$ cat src/logic/ilc_pkg.sv
// constants, register map and reset values of the io line controller
package ilc_pkg;

    // ------------------------------------------------------------
    // sizes and identity
    // ------------------------------------------------------------
    localparam int          ILC_LINES        = 32;
    localparam logic [7:0]  ILC_ID_FIRST     = 8'h02;
    localparam logic [7:0]  ILC_ID_SECOND    = 8'h03;
    localparam logic [7:0]  ILC_ID_THIRD     = 8'h04;

    // ------------------------------------------------------------
    // register byte offsets
    // ------------------------------------------------------------
    localparam logic [7:0]  OFF_GPIO_SET     = 8'h00;
    localparam logic [7:0]  OFF_GPIO_CLR     = 8'h04;
    localparam logic [7:0]  OFF_PERIPHERAL_ASSIGNMENT_STATUS = 8'h08;
    localparam logic [7:0]  OFF_OE_SET       = 8'h10;
    localparam logic [7:0]  OFF_OE_CLR       = 8'h14;
    localparam logic [7:0]  OFF_OE_STAT      = 8'h18;
    localparam logic [7:0]  OFF_FILT_SET     = 8'h20;
    localparam logic [7:0]  OFF_FILT_CLR     = 8'h24;
    localparam logic [7:0]  OFF_FILT_STAT    = 8'h28;
    localparam logic [7:0]  OFF_OUT_SET      = 8'h30;
    localparam logic [7:0]  OFF_OUT_CLR      = 8'h34;
    localparam logic [7:0]  OFF_OUT_DATA     = 8'h38;
    localparam logic [7:0]  OFF_PIN_LEVEL    = 8'h3c;
    localparam logic [7:0]  OFF_IRQ_SET      = 8'h40;
    localparam logic [7:0]  OFF_IRQ_CLR      = 8'h44;
    localparam logic [7:0]  OFF_IRQ_MASK     = 8'h48;
    localparam logic [7:0]  OFF_IRQ_STAT     = 8'h4c;
    localparam logic [7:0]  OFF_MD_SET       = 8'h50;
    localparam logic [7:0]  OFF_MD_CLR       = 8'h54;
    localparam logic [7:0]  OFF_MD_STAT      = 8'h58;
    localparam logic [7:0]  OFF_PU_CLR       = 8'h60;
    localparam logic [7:0]  OFF_PU_SET       = 8'h64;
    localparam logic [7:0]  OFF_PU_STAT      = 8'h68;
    localparam logic [7:0]  OFF_SEL_A        = 8'h70;
    localparam logic [7:0]  OFF_SEL_B        = 8'h74;
    localparam logic [7:0]  OFF_SEL_STAT     = 8'h78;
    localparam logic [7:0]  OFF_OWE_SET      = 8'ha0;
    localparam logic [7:0]  OFF_OWE_CLR      = 8'ha4;
    localparam logic [7:0]  OFF_OWE_STAT     = 8'ha8;
    localparam logic [7:0]  OFF_INST_ID      = 8'hfc;

    // ------------------------------------------------------------
    // reset values
    // ------------------------------------------------------------
    localparam logic [31:0] RST_FUNC_LINES   = 32'h0000_0000;
    localparam logic [31:0] RST_FUNC_SEL_B   = 32'h0000_0000;
    localparam logic [31:0] RST_PULLUP       = 32'hffff_ffff;
    localparam logic [31:0] RST_ZERO         = 32'h0000_0000;

    // ------------------------------------------------------------
    // timing
    // ------------------------------------------------------------
    localparam logic [1:0]  CHG_ARM_CYCLES   = 2'h3;

endpackage : ilc_pkg

$ cat src/logic/ilc_input_if.sv
// bundle between the register core and the input stage
`timescale 1ns/10ps
interface ilc_input_if;
    logic [31:0] pad;
    logic [31:0] filter_en;
    logic [31:0] level;
    logic [31:0] change;

    modport stage (input pad, input filter_en, output level, output change);
    modport core  (output pad, output filter_en, input level, input change);
endinterface : ilc_input_if

$ cat src/logic/ilc_input_stage.sv
// synchroniser, glitch filter and change detector for all lines
`timescale 1ns/10ps
module ilc_input_stage
    import ilc_pkg::*;
(
    // clock and reset
    input  wire logic   clk_i,
    input  wire logic   rst_i,
    // lines
    ilc_input_if.stage  in_if
);

    logic [31:0] sync_a;
    logic [31:0] sync_b;
    logic [31:0] sync_c;
    logic [31:0] level;
    logic [31:0] prev;
    logic [1:0]  arm_cnt;
    logic        armed;
    logic        armed_q;

    // ------------------------------------------------------------
    // per-line sampling
    // ------------------------------------------------------------
    for (genvar g = 0; g < ILC_LINES; g++) begin : g_line
        always_ff @(posedge clk_i) begin
            if (rst_i) begin
                sync_a[g] <= 1'b0;
                sync_b[g] <= 1'b0;
                sync_c[g] <= 1'b0;
                level[g]  <= 1'b0;
                prev[g]   <= 1'b0;
            end else begin
                sync_a[g] <= in_if.pad[g];
                sync_b[g] <= sync_a[g];
                sync_c[g] <= sync_b[g];
                // filtered lines follow only a level held two samples
                if (!in_if.filter_en[g] || (sync_b[g] == sync_c[g])) begin
                    level[g] <= sync_b[g];
                end
                prev[g] <= level[g];
            end
        end
    end

    // ------------------------------------------------------------
    // change detection, held off while the pipe fills after reset
    // ------------------------------------------------------------
    always_ff @(posedge clk_i) begin
        if (rst_i) begin
            arm_cnt <= 2'h0;
        end else if (!armed) begin
            arm_cnt <= arm_cnt + 2'h1;
        end
    end

    // one more cycle, so prev already holds a real sample of the pin
    always_ff @(posedge clk_i) begin
        if (rst_i) begin
            armed_q <= 1'b0;
        end else begin
            armed_q <= armed;
        end
    end

    assign armed        = (arm_cnt == CHG_ARM_CYCLES);
    assign in_if.level  = level;
    assign in_if.change = armed_q ? (level ^ prev) : 32'h0000_0000;

endmodule : ilc_input_stage

$ cat src/logic/ilc_top.sv
// io line controller: ahb-lite registers, line mux and interrupt
//
// Register access over AHB-Lite and the address map were decided locally.
`timescale 1ns/10ps
module ilc_top
    import ilc_pkg::*;
#(
    parameter logic [7:0]  INSTANCE_ID = ILC_ID_FIRST,
    parameter logic [31:0] FUNC_LINES  = RST_FUNC_LINES,
    parameter logic [31:0] FUNC_SEL_B  = RST_FUNC_SEL_B
)(
    // clock and reset
    input  wire logic        REF_CLK_I,
    input  wire logic        SYS_RST_I,
    // ahb-lite slave
    input  wire logic        HSEL_I,
    input  wire logic [31:0] HADDR_I,
    input  wire logic [1:0]  HTRANS_I,
    input  wire logic        HWRITE_I,
    input  wire logic [2:0]  HSIZE_I,
    input  wire logic [31:0] HWDATA_I,
    input  wire logic        HREADY_I,
    output logic [31:0]      HRDATA_O,
    output logic             HREADYOUT_O,
    output logic             HRESP_O,
    // pads
    input  wire logic [31:0] PAD_I,
    output logic [31:0]      PAD_O,
    output logic [31:0]      PAD_OE_O,
    output logic [31:0]      PULLUP_EN_O,
    // peripheral functions
    input  wire logic [31:0] PERA_OUT_I,
    input  wire logic [31:0] PERA_OE_I,
    input  wire logic [31:0] PERB_OUT_I,
    input  wire logic [31:0] PERB_OE_I,
    output logic [31:0]      PERIPH_IN_O,
    // interrupt and identity
    output logic             IRQ_O,
    output logic [7:0]       PERIPH_ID_O
);

    logic [31:0] gpio_en;
    logic [31:0] oe_en;
    logic [31:0] filt_en;
    logic [31:0] out_data;
    logic [31:0] irq_mask;
    logic [31:0] irq_stat;
    logic [31:0] md_en;
    logic [31:0] pu_en;
    logic [31:0] sel_b;
    logic [31:0] owe_en;
    logic        wr_pend;
    logic        rd_wait;
    logic [7:0]  reg_addr;
    logic [31:0] rd_val;
    logic [31:0] rdata;
    logic        accept;
    logic [31:0] wd;
    logic [31:0] irq_clr;

    ilc_input_if in_if ();

    // ------------------------------------------------------------
    // input stage
    // ------------------------------------------------------------
    ilc_input_stage u_stage (
        .clk_i (REF_CLK_I),
        .rst_i (SYS_RST_I),
        .in_if (in_if)
    );

    assign in_if.pad       = PAD_I;
    assign in_if.filter_en = filt_en;

    // ------------------------------------------------------------
    // ahb-lite transfer tracking
    // ------------------------------------------------------------
    assign accept = HSEL_I && HTRANS_I[1] && HREADY_I;
    assign wd     = HWDATA_I;

    always_ff @(posedge REF_CLK_I) begin
        if (SYS_RST_I) begin
            wr_pend  <= 1'b0;
            rd_wait  <= 1'b0;
            reg_addr <= 8'h00;
        end else begin
            wr_pend <= accept && HWRITE_I;
            rd_wait <= accept && !HWRITE_I;
            if (accept) begin
                reg_addr <= HADDR_I[7:0];
            end
        end
    end

    function automatic logic wr_at(input logic [7:0] off);
        return wr_pend && (reg_addr == off);
    endfunction : wr_at

    function automatic logic [31:0] set_clr(input logic [31:0] cur, input logic s, input logic c,
                                            input logic [31:0] d);
        return s ? (cur | d) : (c ? (cur & ~d) : cur);
    endfunction : set_clr

    // ------------------------------------------------------------
    // configuration registers
    // ------------------------------------------------------------
    always_ff @(posedge REF_CLK_I) begin
        if (SYS_RST_I) begin
            gpio_en <= ~FUNC_LINES;
        end else begin
            gpio_en <= set_clr(gpio_en, wr_at(OFF_GPIO_SET), wr_at(OFF_GPIO_CLR), wd);
        end
    end

    always_ff @(posedge REF_CLK_I) begin
        if (SYS_RST_I) begin
            oe_en <= RST_ZERO;
        end else begin
            oe_en <= set_clr(oe_en, wr_at(OFF_OE_SET), wr_at(OFF_OE_CLR), wd);
        end
    end

    always_ff @(posedge REF_CLK_I) begin
        if (SYS_RST_I) begin
            filt_en <= RST_ZERO;
        end else begin
            filt_en <= set_clr(filt_en, wr_at(OFF_FILT_SET), wr_at(OFF_FILT_CLR), wd);
        end
    end

    always_ff @(posedge REF_CLK_I) begin
        if (SYS_RST_I) begin
            md_en <= RST_ZERO;
        end else begin
            md_en <= set_clr(md_en, wr_at(OFF_MD_SET), wr_at(OFF_MD_CLR), wd);
        end
    end

    always_ff @(posedge REF_CLK_I) begin
        if (SYS_RST_I) begin
            pu_en <= RST_PULLUP;
        end else begin
            pu_en <= set_clr(pu_en, wr_at(OFF_PU_SET), wr_at(OFF_PU_CLR), wd);
        end
    end

    always_ff @(posedge REF_CLK_I) begin
        if (SYS_RST_I) begin
            sel_b <= FUNC_SEL_B;
        end else begin
            sel_b <= set_clr(sel_b, wr_at(OFF_SEL_B), wr_at(OFF_SEL_A), wd);
        end
    end

    always_ff @(posedge REF_CLK_I) begin
        if (SYS_RST_I) begin
            owe_en <= RST_ZERO;
        end else begin
            owe_en <= set_clr(owe_en, wr_at(OFF_OWE_SET), wr_at(OFF_OWE_CLR), wd);
        end
    end

    always_ff @(posedge REF_CLK_I) begin
        if (SYS_RST_I) begin
            irq_mask <= RST_ZERO;
        end else begin
            irq_mask <= set_clr(irq_mask, wr_at(OFF_IRQ_SET), wr_at(OFF_IRQ_CLR), wd);
        end
    end

    // ------------------------------------------------------------
    // output data, with masked direct write
    // ------------------------------------------------------------
    always_ff @(posedge REF_CLK_I) begin
        if (SYS_RST_I) begin
            out_data <= RST_ZERO;
        end else if (wr_at(OFF_OUT_DATA)) begin
            out_data <= (out_data & ~owe_en) | (wd & owe_en);
        end else begin
            out_data <= set_clr(out_data, wr_at(OFF_OUT_SET), wr_at(OFF_OUT_CLR), wd);
        end
    end

    // ------------------------------------------------------------
    // change status: read or write-one clears, new change wins
    // ------------------------------------------------------------
    always_comb begin
        irq_clr = 32'h0000_0000;
        if (rd_wait && (reg_addr == OFF_IRQ_STAT)) begin
            irq_clr = 32'hffff_ffff;
        end else if (wr_at(OFF_IRQ_STAT)) begin
            irq_clr = wd;
        end
    end

    always_ff @(posedge REF_CLK_I) begin
        if (SYS_RST_I) begin
            irq_stat <= RST_ZERO;
        end else begin
            irq_stat <= (irq_stat & ~irq_clr) | in_if.change;
        end
    end

    assign IRQ_O = |(irq_stat & irq_mask);

    // ------------------------------------------------------------
    // read path, one wait state
    // ------------------------------------------------------------
    always_comb begin
        unique case (reg_addr)
            OFF_PERIPHERAL_ASSIGNMENT_STATUS: rd_val = ~gpio_en;
            OFF_GPIO_SET:  rd_val = gpio_en;
            OFF_OE_STAT:   rd_val = oe_en;
            OFF_FILT_STAT: rd_val = filt_en;
            OFF_OUT_DATA:  rd_val = out_data;
            OFF_PIN_LEVEL: rd_val = in_if.level;
            OFF_IRQ_MASK:  rd_val = irq_mask;
            OFF_IRQ_STAT:  rd_val = irq_stat;
            OFF_MD_STAT:   rd_val = md_en;
            OFF_PU_STAT:   rd_val = pu_en;
            OFF_SEL_STAT:  rd_val = sel_b;
            OFF_OWE_STAT:  rd_val = owe_en;
            OFF_INST_ID:   rd_val = {24'h000000, INSTANCE_ID};
            default:       rd_val = 32'h0000_0000;
        endcase
    end

    always_ff @(posedge REF_CLK_I) begin
        if (SYS_RST_I) begin
            rdata <= 32'h0000_0000;
        end else if (rd_wait) begin
            rdata <= rd_val;
        end
    end

    assign HRDATA_O    = rdata;
    assign HREADYOUT_O = !rd_wait;
    assign HRESP_O     = 1'b0;

    // ------------------------------------------------------------
    // line multiplexer and pad drive
    // ------------------------------------------------------------
    for (genvar g = 0; g < ILC_LINES; g++) begin : g_pad
        logic per_out;
        logic per_oe;
        logic drv_val;
        logic drv_en;

        assign per_out = sel_b[g] ? PERB_OUT_I[g] : PERA_OUT_I[g];
        assign per_oe  = sel_b[g] ? PERB_OE_I[g] : PERA_OE_I[g];
        assign drv_val = gpio_en[g] ? out_data[g] : per_out;
        assign drv_en  = gpio_en[g] ? oe_en[g] : per_oe;

        // multi-drive lines drive only a low level
        assign PAD_O[g]    = drv_val && !md_en[g];
        assign PAD_OE_O[g] = drv_en && !(md_en[g] && drv_val);
    end

    assign PULLUP_EN_O = pu_en;
    assign PERIPH_IN_O = in_if.level;
    assign PERIPH_ID_O = INSTANCE_ID;

endmodule : ilc_top

$ cat config.mk
export PLATFORM = sky130hd
export DESIGN_NAME = ilc_top
export DESIGN_NICKNAME = d
export VERILOG_FILES = /design/src/logic/ilc_pkg.sv /design/src/logic/ilc_input_if.sv /design/src/logic/ilc_input_stage.sv /design/src/logic/ilc_top.sv
export SDC_FILE = /design/constraint.sdc
export NUM_CORES = 1
export LEC_CHECK = 0
export BUFFER_PORTS_ARGS = -buffer_cell sky130_fd_sc_hd__buf_4
export CAP_MARGIN = 20
export CORE_MARGIN = 3
export CORE_UTILIZATION = 40
export DETAILED_ROUTE_END_ITERATION = 6
export SETUP_SLACK_MARGIN = 0.4
export SLEW_MARGIN = 20
export SYNTH_ARGS = -nofsm -noshare
export SYNTH_HDL_FRONTEND = slang
export SYNTH_SLANG_ARGS = --single-unit
$ cat constraint.sdc
create_clock -name REF_CLK_I -period 3.1 [get_ports REF_CLK_I]
set_clock_uncertainty 0.15 [all_clocks]
set_input_delay 0.62 -clock REF_CLK_I [delete_from_list [all_inputs] [get_ports REF_CLK_I]]
set_output_delay 0.62 -clock REF_CLK_I [all_outputs]
set_load 0.01 [all_outputs]
-- After elaboration in Yosys (flattened, before gate mapping)
Index checks and enable logic that the tools add are counted.
- output and inout bits: 171
- word-level logic and storage cells: 681
- input port bits: 234
- register bits: 525
- $add $sub $neg: 1
- mux-type cells: 151
- equal/unequal tests: 62
- bitwise gates (word level): 29
- reductions and logical operators: 262
- operators with widths (kind ; count):
    2-to-1 mux 32 bit ; 22
    bitwise AND 32 bit ; 13
    case mux 32 bit (13 select lines) ; 1
    bitwise OR 32 bit ; 11
    2-to-1 mux 1 bit ; 128
    inverter 32 bit ; 4
    logical AND 1 bit ; 121
    equality test 8 x 7 -> 1 bit, second input constant ; 13
    logical NOT 1 bit ; 98
    equality test 8 x 6 -> 1 bit, second input constant ; 7
    equality test 1 bit ; 32
    equality test 8 bit, second input constant ; 4
    logical OR 1 bit ; 32
    OR reduction 32 bit ; 1
    bitwise XOR 32 bit ; 1
    equality test 8 x 5 -> 1 bit, second input constant ; 3
    nonzero test 2 bit ; 8
    equality test 8 x 3 -> 1 bit, second input constant ; 1
    equality test 8 x 4 -> 1 bit, second input constant ; 1
    logical NOT 8 bit ; 1
    nonzero test 3 bit ; 1
    adder 2 x 1 -> 2 bit, second input constant ; 1
    equality test 2 bit, second input constant ; 1

-- Logic depth before layout (Yosys ltp)
Gate-level depths: netlist of the first run.
- word-level depth: 7
- gate-level depth with buffers: 9
- gate-level depth less buffers: 5

-- Hierarchy
Synthesis of the first run repeated with hierarchy kept, for this count alone.
- cell total of the unflattened synthesis: 3075
- area total of the unflattened synthesis: 25167.9 um^2
- by module, submodules not included (module ; times used ; area each (um^2) ; cells each ; seq. area each (um^2)):
    ilc_top ; 1 ; 19708.9 ; 2596 ; 7247.0
    ilc_input_stage ; 1 ; 5459.0 ; 479 ; 3263.1

-- Least setup slack after synthesis of the first run
OpenSTA, ideal clock, no wires.
- path kind: reg-to-reg
- from: register reg_addr[0]
- to: register with a tool-made name
- setup time: 0.122 ns
- path buffers: 3
- clock period less this slack: 2.310 ns
- path slack: 0.790 ns
- cell stages (with the launch flop): 8
- data required time: 2.828 ns
- arrival time: 2.038 ns
- path through: dfxtp_1 > buf_2 > or4b_1 > buf_4 > nor4_4 > buf_2 > a21boi_0 > a311o_1
- RTL lines (what ; line ; RTL):
    start, declared ; ilc_top.sv:54 ; logic [7:0] reg_addr;
    start signal, assigned ; ilc_top.sv:90 ; reg_addr <= HADDR_I[7:0];

==> results of run 1 <==
-- worst paths after layout --
kind | startpoint | to | slack [ns] | cells past startpoint
max reg2reg | reg_addr[6]$_SDFFE_PP0P_ | HRDATA_O[1]$_SDFFE_PP0P_ | 0.45 | 7
max | register | IRQ_O | 0.09 | 5
min | HWRITE_I | rd_wait$_SDFF_PP0_ | 0.07 | 2
min reg2reg | u_stage.sync_a[4]$_SDFF_PP0_ | u_stage.sync_b[4]$_SDFF_PP0_ | 0.28 | 1
-- layer usage --
metal,up-vias,share of wire
li1,11040,-
met1,11890,0.43
met2,1223,0.44
met3,208,0.10
met4,2,0.034
met5,-,0.00012
-- cell type report --
type,instances,share of cell area
multi-input cells,2064,0.4256
flip-flops and latches,525,0.3447
repair buffers,489,0.1296
clock buffers,83,0.05410
well taps,782,0.03200
clock inverters,20,0.007735
inverters,50,0.006138
diodes,2,0.0001637
-- worst register-to-register path: cells and delay by family, from the launching register on --
kind	cells	cell delay, ns
buffers and inverters	2	0.65
AOI/OAI and AO/OA	2	0.47
and+or+nand+nor	3	0.60
DFF	1	0.68
-- timing repair --
action | CTS | global route
buffers inserted | 1 | 0
resized for setup | 8 | 18
endpoints found under the setup margin | 2 | 66
pin swaps | 4 | 3
hold buffers | 0 | 0
-- power by group --
part | internal [mW] | switching (mW) | leakage (nW)
registers | 6.84 | 0.112 | 4.26
logic | 0.483 | 0.669 | 7.11
clock network | 4.09 | 2.86 | 0.929
-- cell families after synthesis --
| kind of cell | after synthesis | synth area share |
|---|---|---|
| compound gates | 732 | 0.2051 |
| xor+xnor | 51 | 0.01812 |
| fa+ha+maj | 1 | 0.0005074 |
| buf+inv | 321 | 0.05288 |
| flops | 525 | 0.4263 |
| mux | 202 | 0.08459 |
| other cells | 2 | 0.0003046 |
| simple gates | 1069 | 0.2122 |
-- synth_stat cells (4+ instances only) --
| cell type | instances |
|---|---|
| nor3b_1 | 6 |
| clkbuf_1 | 217 |
| o22ai_1 | 9 |
| a32oi_1 | 33 |
| a222oi_1 | 10 |
| a221oi_1 | 47 |
| nor3_1 | 113 |
| a2111oi_0 | 8 |
| a221o_1 | 34 |
| xor2_1 | 39 |
| buf_1 | 12 |
| mux2_2 | 21 |
| a21boi_0 | 13 |
| nand3_1 | 85 |
| mux2i_1 | 178 |
| buf_4 | 11 |
| or3_1 | 4 |
| buf_2 | 28 |
| dfxtp_1 | 525 |
| nand2b_1 | 4 |
| a311o_1 | 32 |
| o221a_2 | 4 |
| a22oi_1 | 53 |
| nor2_1 | 215 |
| nand2_1 | 331 |
| a21oi_1 | 256 |
| a21o_1 | 32 |
| nor4_4 | 4 |
| a311oi_1 | 37 |
| o32ai_1 | 8 |
| o221ai_1 | 10 |
| nand4_1 | 36 |
| xnor2_1 | 12 |
| nor4b_1 | 9 |
| a22o_1 | 20 |
| a21boi_1 | 19 |
| nor2b_1 | 162 |
| and3_1 | 77 |
| o21ai_0 | 81 |
| inv_1 | 49 |
| a211oi_1 | 13 |
-- per-stage QoR --
step | power, mW | worst slack (ns) | cell area [µm²] | TNS, ns | hold WS (ns)
after floorplan | 7.619 | 0.7899 | 24680 | 0 | 0.2638
after global placement | 8.207 | 0.3819 | 28590 | 0 | 0.2672
after detailed placement | 8.227 | 0.3564 | 28590 | 0 | 0.2704
after CTS | 15.15 | 0.006838 | 30510 | 0 | 0.02394
after global routing | 15.50 | -0.03261 | 30570 | -0.03261 | 0.05520
final | 15.06 | 0.08964 | 30570 | 0 | 0.06869
==> flow_metrics.py, run 1 <==
metrics = {
    "synthesis": {
        "ys_ff_latch": 525,
        "ys_seq_area_frac": 0.4263,
        "synth_edf_count": 0,
        "synth.avg_cell_area_um2": 8.493,
        "synthTopCellsByArea": "dfxtp_1 43%, mux2i_1 7.2%, a21oi_1 5.2%",
        "syn-cell-area_um2": 24660,
        "yosysTopAreaCell": "dfxtp_1",
        "synth.distinct_cells": 69,
        "synth_flop_cell": "dfxtp_1",
        "synthCells": 2903,
        "synth.top_cell.area_share": 0.4263,
        "yosys_warnings": 0,
        "synthArstFlopShare": 0,
    },
    "global_routing": {
        "grt_pass1_vias": 22370,
        "antenna_found_initial": 2,
        "busiest_layer": "met2",
        "grt_usage": 0.3034,
        "grt_max_degree": 84,
        "use_met1": 0.4261,
        "grt_util_met2": 0.4648,
        "gr-total-overflow": 0,
        "grt_use_met3": 0.06547,
        "grt_pass1_wl_um": 148200,
    },
    "timing": {
        "period_share": 0.9711,
        "final.min_clock_period_ns": 3.010,
        "relSlewSlack": 0.5241,
        "slew_violations": 0,
        "worstMarginPinSlew_ns": 0.7118,
        "setup_violations": 0,
        "rsz0062_at_grt": "true",
        "fmax_ghz": 0.3322,
        "hold_violations": 0,
    },
    "placement": {
        "gp_congestion": 0.9638,
        "hpwlAfterDp_um": 71310,
        "portBuffers": 367,
        "place_inst": 3909,
    },
    "cells_and_area": {
        "regArea_um2": 10540,
        "layout_commonest_cell": "dfxtp_1",
        "final_cell_mix": "511 x dfxtp_1, 464 x buf_4, 331 x nand2_1, 255 x a21oi_1, 212 x nor2_1",
        "multi_input_area_um2": 13010,
        "nets": 3420,
        "layoutNonFillerInstCount": 4015,
        "area_growth_pct": 24.00,
        "drive_gt1_frac": 0.2024,
        "postLayoutCoreUtil": 0.5037,
        "fillers": 5650,
    },
    "worst_setup_path": {
        "critPathLaunchType": "register",
        "critical_path.max_fanout": 3,
        "cp_slowest_cell": "or4_4",
        "required_ns": 2.33,
        "path_buf_inv": 1,
        "crit_arrival_ns": 2.24,
        "crit_family": "simple AND/OR/NAND/NOR gates",
        "crit_type": "reg -> out",
        "cp-end-kind": "output port",
        "slowest_delay_ns": 0.59,
        "worstPathCellList": "a22o_1 -> a221oi_2 -> nand3_1 -> or4_4 -> buf_6",
    },
    "cts": {
        "clkTransAtPathRegs_ns": 0.06,
        "clock_sinks": 525,
        "cts-root-buf": "clkbuf_16",
        "cts_buffer_depth": 3,
        "cts_made_buffers": 55,
        "tritoncts": "built",
        "clock_latency_ns": 0.62,
        "htreeDepth": 2,
    },
    "floorplanning": {
        "die_area_um2": 64660,
        "core_area_um2": 60700,
        "die_y_um": 254.3,
        "die_w_um": 254.3,
        "pin_count": 405,
        "row_count": 90,
        "initial_core_util": 0.4062,
    },
    "routing": {
        "via_per_inst": 6.067,
        "num_vias": 24360,
        "drc": 0,
        "drtPass1Iterations": 6,
        "wl_per_cell_um": 25.45,
        "detail-route-antenna-nets": 0,
        "drtIter0Drc": 2766,
        "wl_um": 102200,
    },
    "outcome": {
        "outcome": "finished clean",
    },
    "power_and_ir_drop": {
        "p_per_area_nw_per_um2": 492.4,
        "cellLeakagePower_nw": 12.31,
        "vdd.ir_drop.worst_v": 0.0003877,
    },
    "flow_run": {
        "cap_violations": 0,
    },
    "min_path": {
        "min_path_type": "in -> reg",
    },
}
Power figures use the tool's default switching activity.
==> inputs of run 2 (changes only) <==
--- a/config.mk
+++ b/config.mk
@@ -14,4 +14,5 @@
 export SLEW_MARGIN = 20
 export SYNTH_ARGS = -nofsm -noshare
 export SYNTH_HDL_FRONTEND = slang
+export SYNTH_HIERARCHICAL = 1
 export SYNTH_SLANG_ARGS = --single-unit
==> constraint.sdc (replaced) <==
create_clock -name REF_CLK_I -period 3.1 [get_ports REF_CLK_I]
set_clock_uncertainty 0.15 [all_clocks]
set_input_delay 0.31 -clock REF_CLK_I [delete_from_list [all_inputs] [get_ports REF_CLK_I]]
set_output_delay 0.31 -clock REF_CLK_I [all_outputs]
set_load 0.01 [all_outputs]
==> flow_metrics.py, run 2 <==
metrics = {
    "synthesis": {
        "synth_edf_count": 0,
        "syn-cell-area_um2": 25170,
        "synthTopCellsByArea": "dfxtp_1 42%, nand2_1 7.7%, mux2i_1 5.4%",
        "synth.distinct_cells": 74,
        "synthCells": 3075,
        "yosys_warnings": 6,
        "synth.most_common_cell": "dfxtp_1",
        "ys_ff_latch": 525,
        "synth.avg_cell_area_um2": 8.185,
        "synth_flop_cell": "dfxtp_1",
        "synth.top_cell.area_share": 0.4176,
        "yosysTopAreaCell": "dfxtp_1",
        "synth_common_cells": "525 x dfxtp_1, 513 x nand2_1, 268 x a21oi_1",
        "synthArstFlopShare": 0,
        "ys_seq_area_frac": 0.4176,
    },
    "routing": {
        "via_per_inst": 5.944,
        "wl_um": 104100,
        "num_vias": 25500,
        "drc": 0,
        "wl_per_cell_um": 24.26,
        "drtPass1Iterations": 6,
        "drtIter0Drc": 2657,
        "detail-route-antenna-nets": 0,
    },
    "floorplanning": {
        "pin_count": 405,
        "die_y_um": 256.8,
        "core_area_um2": 61940,
        "row_count": 91,
        "initial_core_util": 0.4063,
        "die_w_um": 256.8,
        "die_area_um2": 65970,
    },
    "placement": {
        "portBuffers": 367,
        "gp_congestion": 0.9627,
        "hpwlAfterDp_um": 69490,
    },
    "cts": {
        "clock_latency_ns": 0.63,
        "htreeDepth": 2,
        "cts_made_buffers": 56,
        "tritoncts": "built",
        "cts_buffer_depth": 3,
        "clock_sinks": 525,
        "cts-root-buf": "clkbuf_16",
        "clkTransAtPathRegs_ns": 0.07,
    },
    "worst_setup_path": {
        "critical_path.max_fanout": 13,
        "worstPathCellList": "buf_4 -> nor2b_1 -> buf_4 -> a22oi_1 -> o221a_2 -> and3_1 -> a211oi_1",
        "required_ns": 3.47,
        "slowest_delay_ns": 0.59,
        "cpMostUsedCell": "buf_4",
        "cp-end-kind": "register",
        "critPathLaunchType": "register",
        "crit_arrival_ns": 3.13,
        "crit_type": "reg -> reg",
        "cp_slowest_cell": "nor2b_1",
    },
    "cells_and_area": {
        "drive_gt1_frac": 0.1891,
        "antenna_cells": 0,
        "fillers": 5896,
        "nets": 3646,
        "final_cell_mix": "513 x dfxtp_1, 513 x nand2_1, 466 x buf_4, 268 x a21oi_1, 227 x nand3_1",
        "area_growth_pct": 26.49,
        "postLayoutCoreUtil": 0.5140,
    },
    "flow_run": {
        "cap_violations": 0,
    },
    "global_routing": {
        "grt_pass1_wl_um": 152200,
        "grt_usage": 0.2980,
        "gr-total-overflow": 0,
        "grt_pass1_vias": 24210,
        "grt_max_degree": 103,
        "antenna_found_initial": 0,
    },
    "timing": {
        "hold_violations": 0,
        "fmax_ghz": 0.3628,
        "slew_violations": 0,
        "relSlewSlack": 0.3002,
        "period_share": 0.8892,
        "final.min_clock_period_ns": 2.756,
        "worstMarginPinSlew_ns": 1.048,
        "setup_tns_ns": 0,
        "rsz0062_at_grt": "true",
        "setup_violations": 0,
    },
    "min_path": {
        "min_path_type": "in -> reg",
    },
    "power_and_ir_drop": {
        "cellLeakagePower_nw": 12.13,
        "vdd.ir_drop.worst_v": 0.0004045,
        "p_per_area_nw_per_um2": 484.8,
    },
    "outcome": {
        "outcome": "finished clean",
    },
}
[run 2: metrics by stage]
stage	instances	power (mW)	instance area [µm²]	hold slack, ns	setup slack [ns]
4_1_cts	4284	15.50	31740	0.04076	0.2888
5_1_grt	4290	15.87	31840	0.07748	0.3291
3_3_place_gp	4102	8.181	28890	0.2674	0.3356
3_5_place_dp	4102	8.200	28890	0.2704	0.2879
2_1_floorplan	3082	7.649	25190	0.2393	0.7117
6_report	4290	15.44	31840	0.07278	0.3436
[run 2: path summary, 6_finish.rpt]
| kind | startpoint | to | slack [ns] | cells after the start |
|---|---|---|---|---|
| min reg2reg | u_stage/sync_a[11]$_SDFF_PP0_ | u_stage/sync_b[11]$_SDFF_PP0_ | 0.29 | 1 |
| min | HTRANS_I[1] | reg_addr[2]$_SDFFE_PP0P_ | 0.07 | 4 |
| max | reg_addr[4]$_SDFFE_PP0P_ | HRDATA_O[14]$_SDFFE_PP0P_ | 0.34 | 7 |
| max reg2reg | reg_addr[4]$_SDFFE_PP0P_ | HRDATA_O[14]$_SDFFE_PP0P_ | 0.34 | 7 |
[run 2: per-layer routing]
layer	vias to the layer above	GRT usage	routed length, µm
met2	1347	0.4819	47930
met4	0	0.1263	4461
li1	11510	-	-
met3	239	0.07002	10630
met1	12400	0.3814	41050
met5	-	0	0
[run 2: cell type report]
class / instances / area (µm²) / area share
Multi-Input combinational cell: 2242 / 13510 / 0.4243
Sequential cell: 525 / 10530 / 0.3308
Timing Repair Buffer: 567 / 4671 / 0.1467
Clock buffer: 84 / 1749 / 0.05494
Tap cell: 837 / 1047 / 0.03290
Clock inverter: 17 / 259.0 / 0.008136
Inverter: 18 / 70.07 / 0.002201
[run 2: kinds of logic after synthesis]
| family | synth area share |
|---|---|
| fa+ha+maj | 0.0009941 |
| mux | 0.06488 |
| simple gates | 0.2335 |
| buf+inv | 0.05160 |
| xor+xnor | 0.02158 |
| other cells | 0.0002984 |
| compound gates | 0.2095 |
| flops | 0.4176 |
[run 2: timing repair]
item / CTS / global route
endpoints found under the setup margin: 8 / 33
pin swaps: 2 / 6
cloned: 0 / 2
setup buffers: 0 / 4
hold endpoints to repair: 369 / 0
hold buffers: 81 / 0
gates resized for setup: 6 / 16
[run 2: critical path, delay by kind of cell, from the launching register on]
kind	cells	cell delay (ns)
buffers and inverters	2	0.56
flip-flops	1	0.55
AO/OA/AOI/OAI	3	0.63
AND/OR/NAND/NOR	2	0.75
[run 2: where the power goes]
part           total (mW)  switching [mW]  leakage (nW)  internal (mW)
registers            6.93          0.0913          4.26           6.84
clock network        7.27            2.89         0.995           4.38
logic                1.23           0.700          6.88          0.530
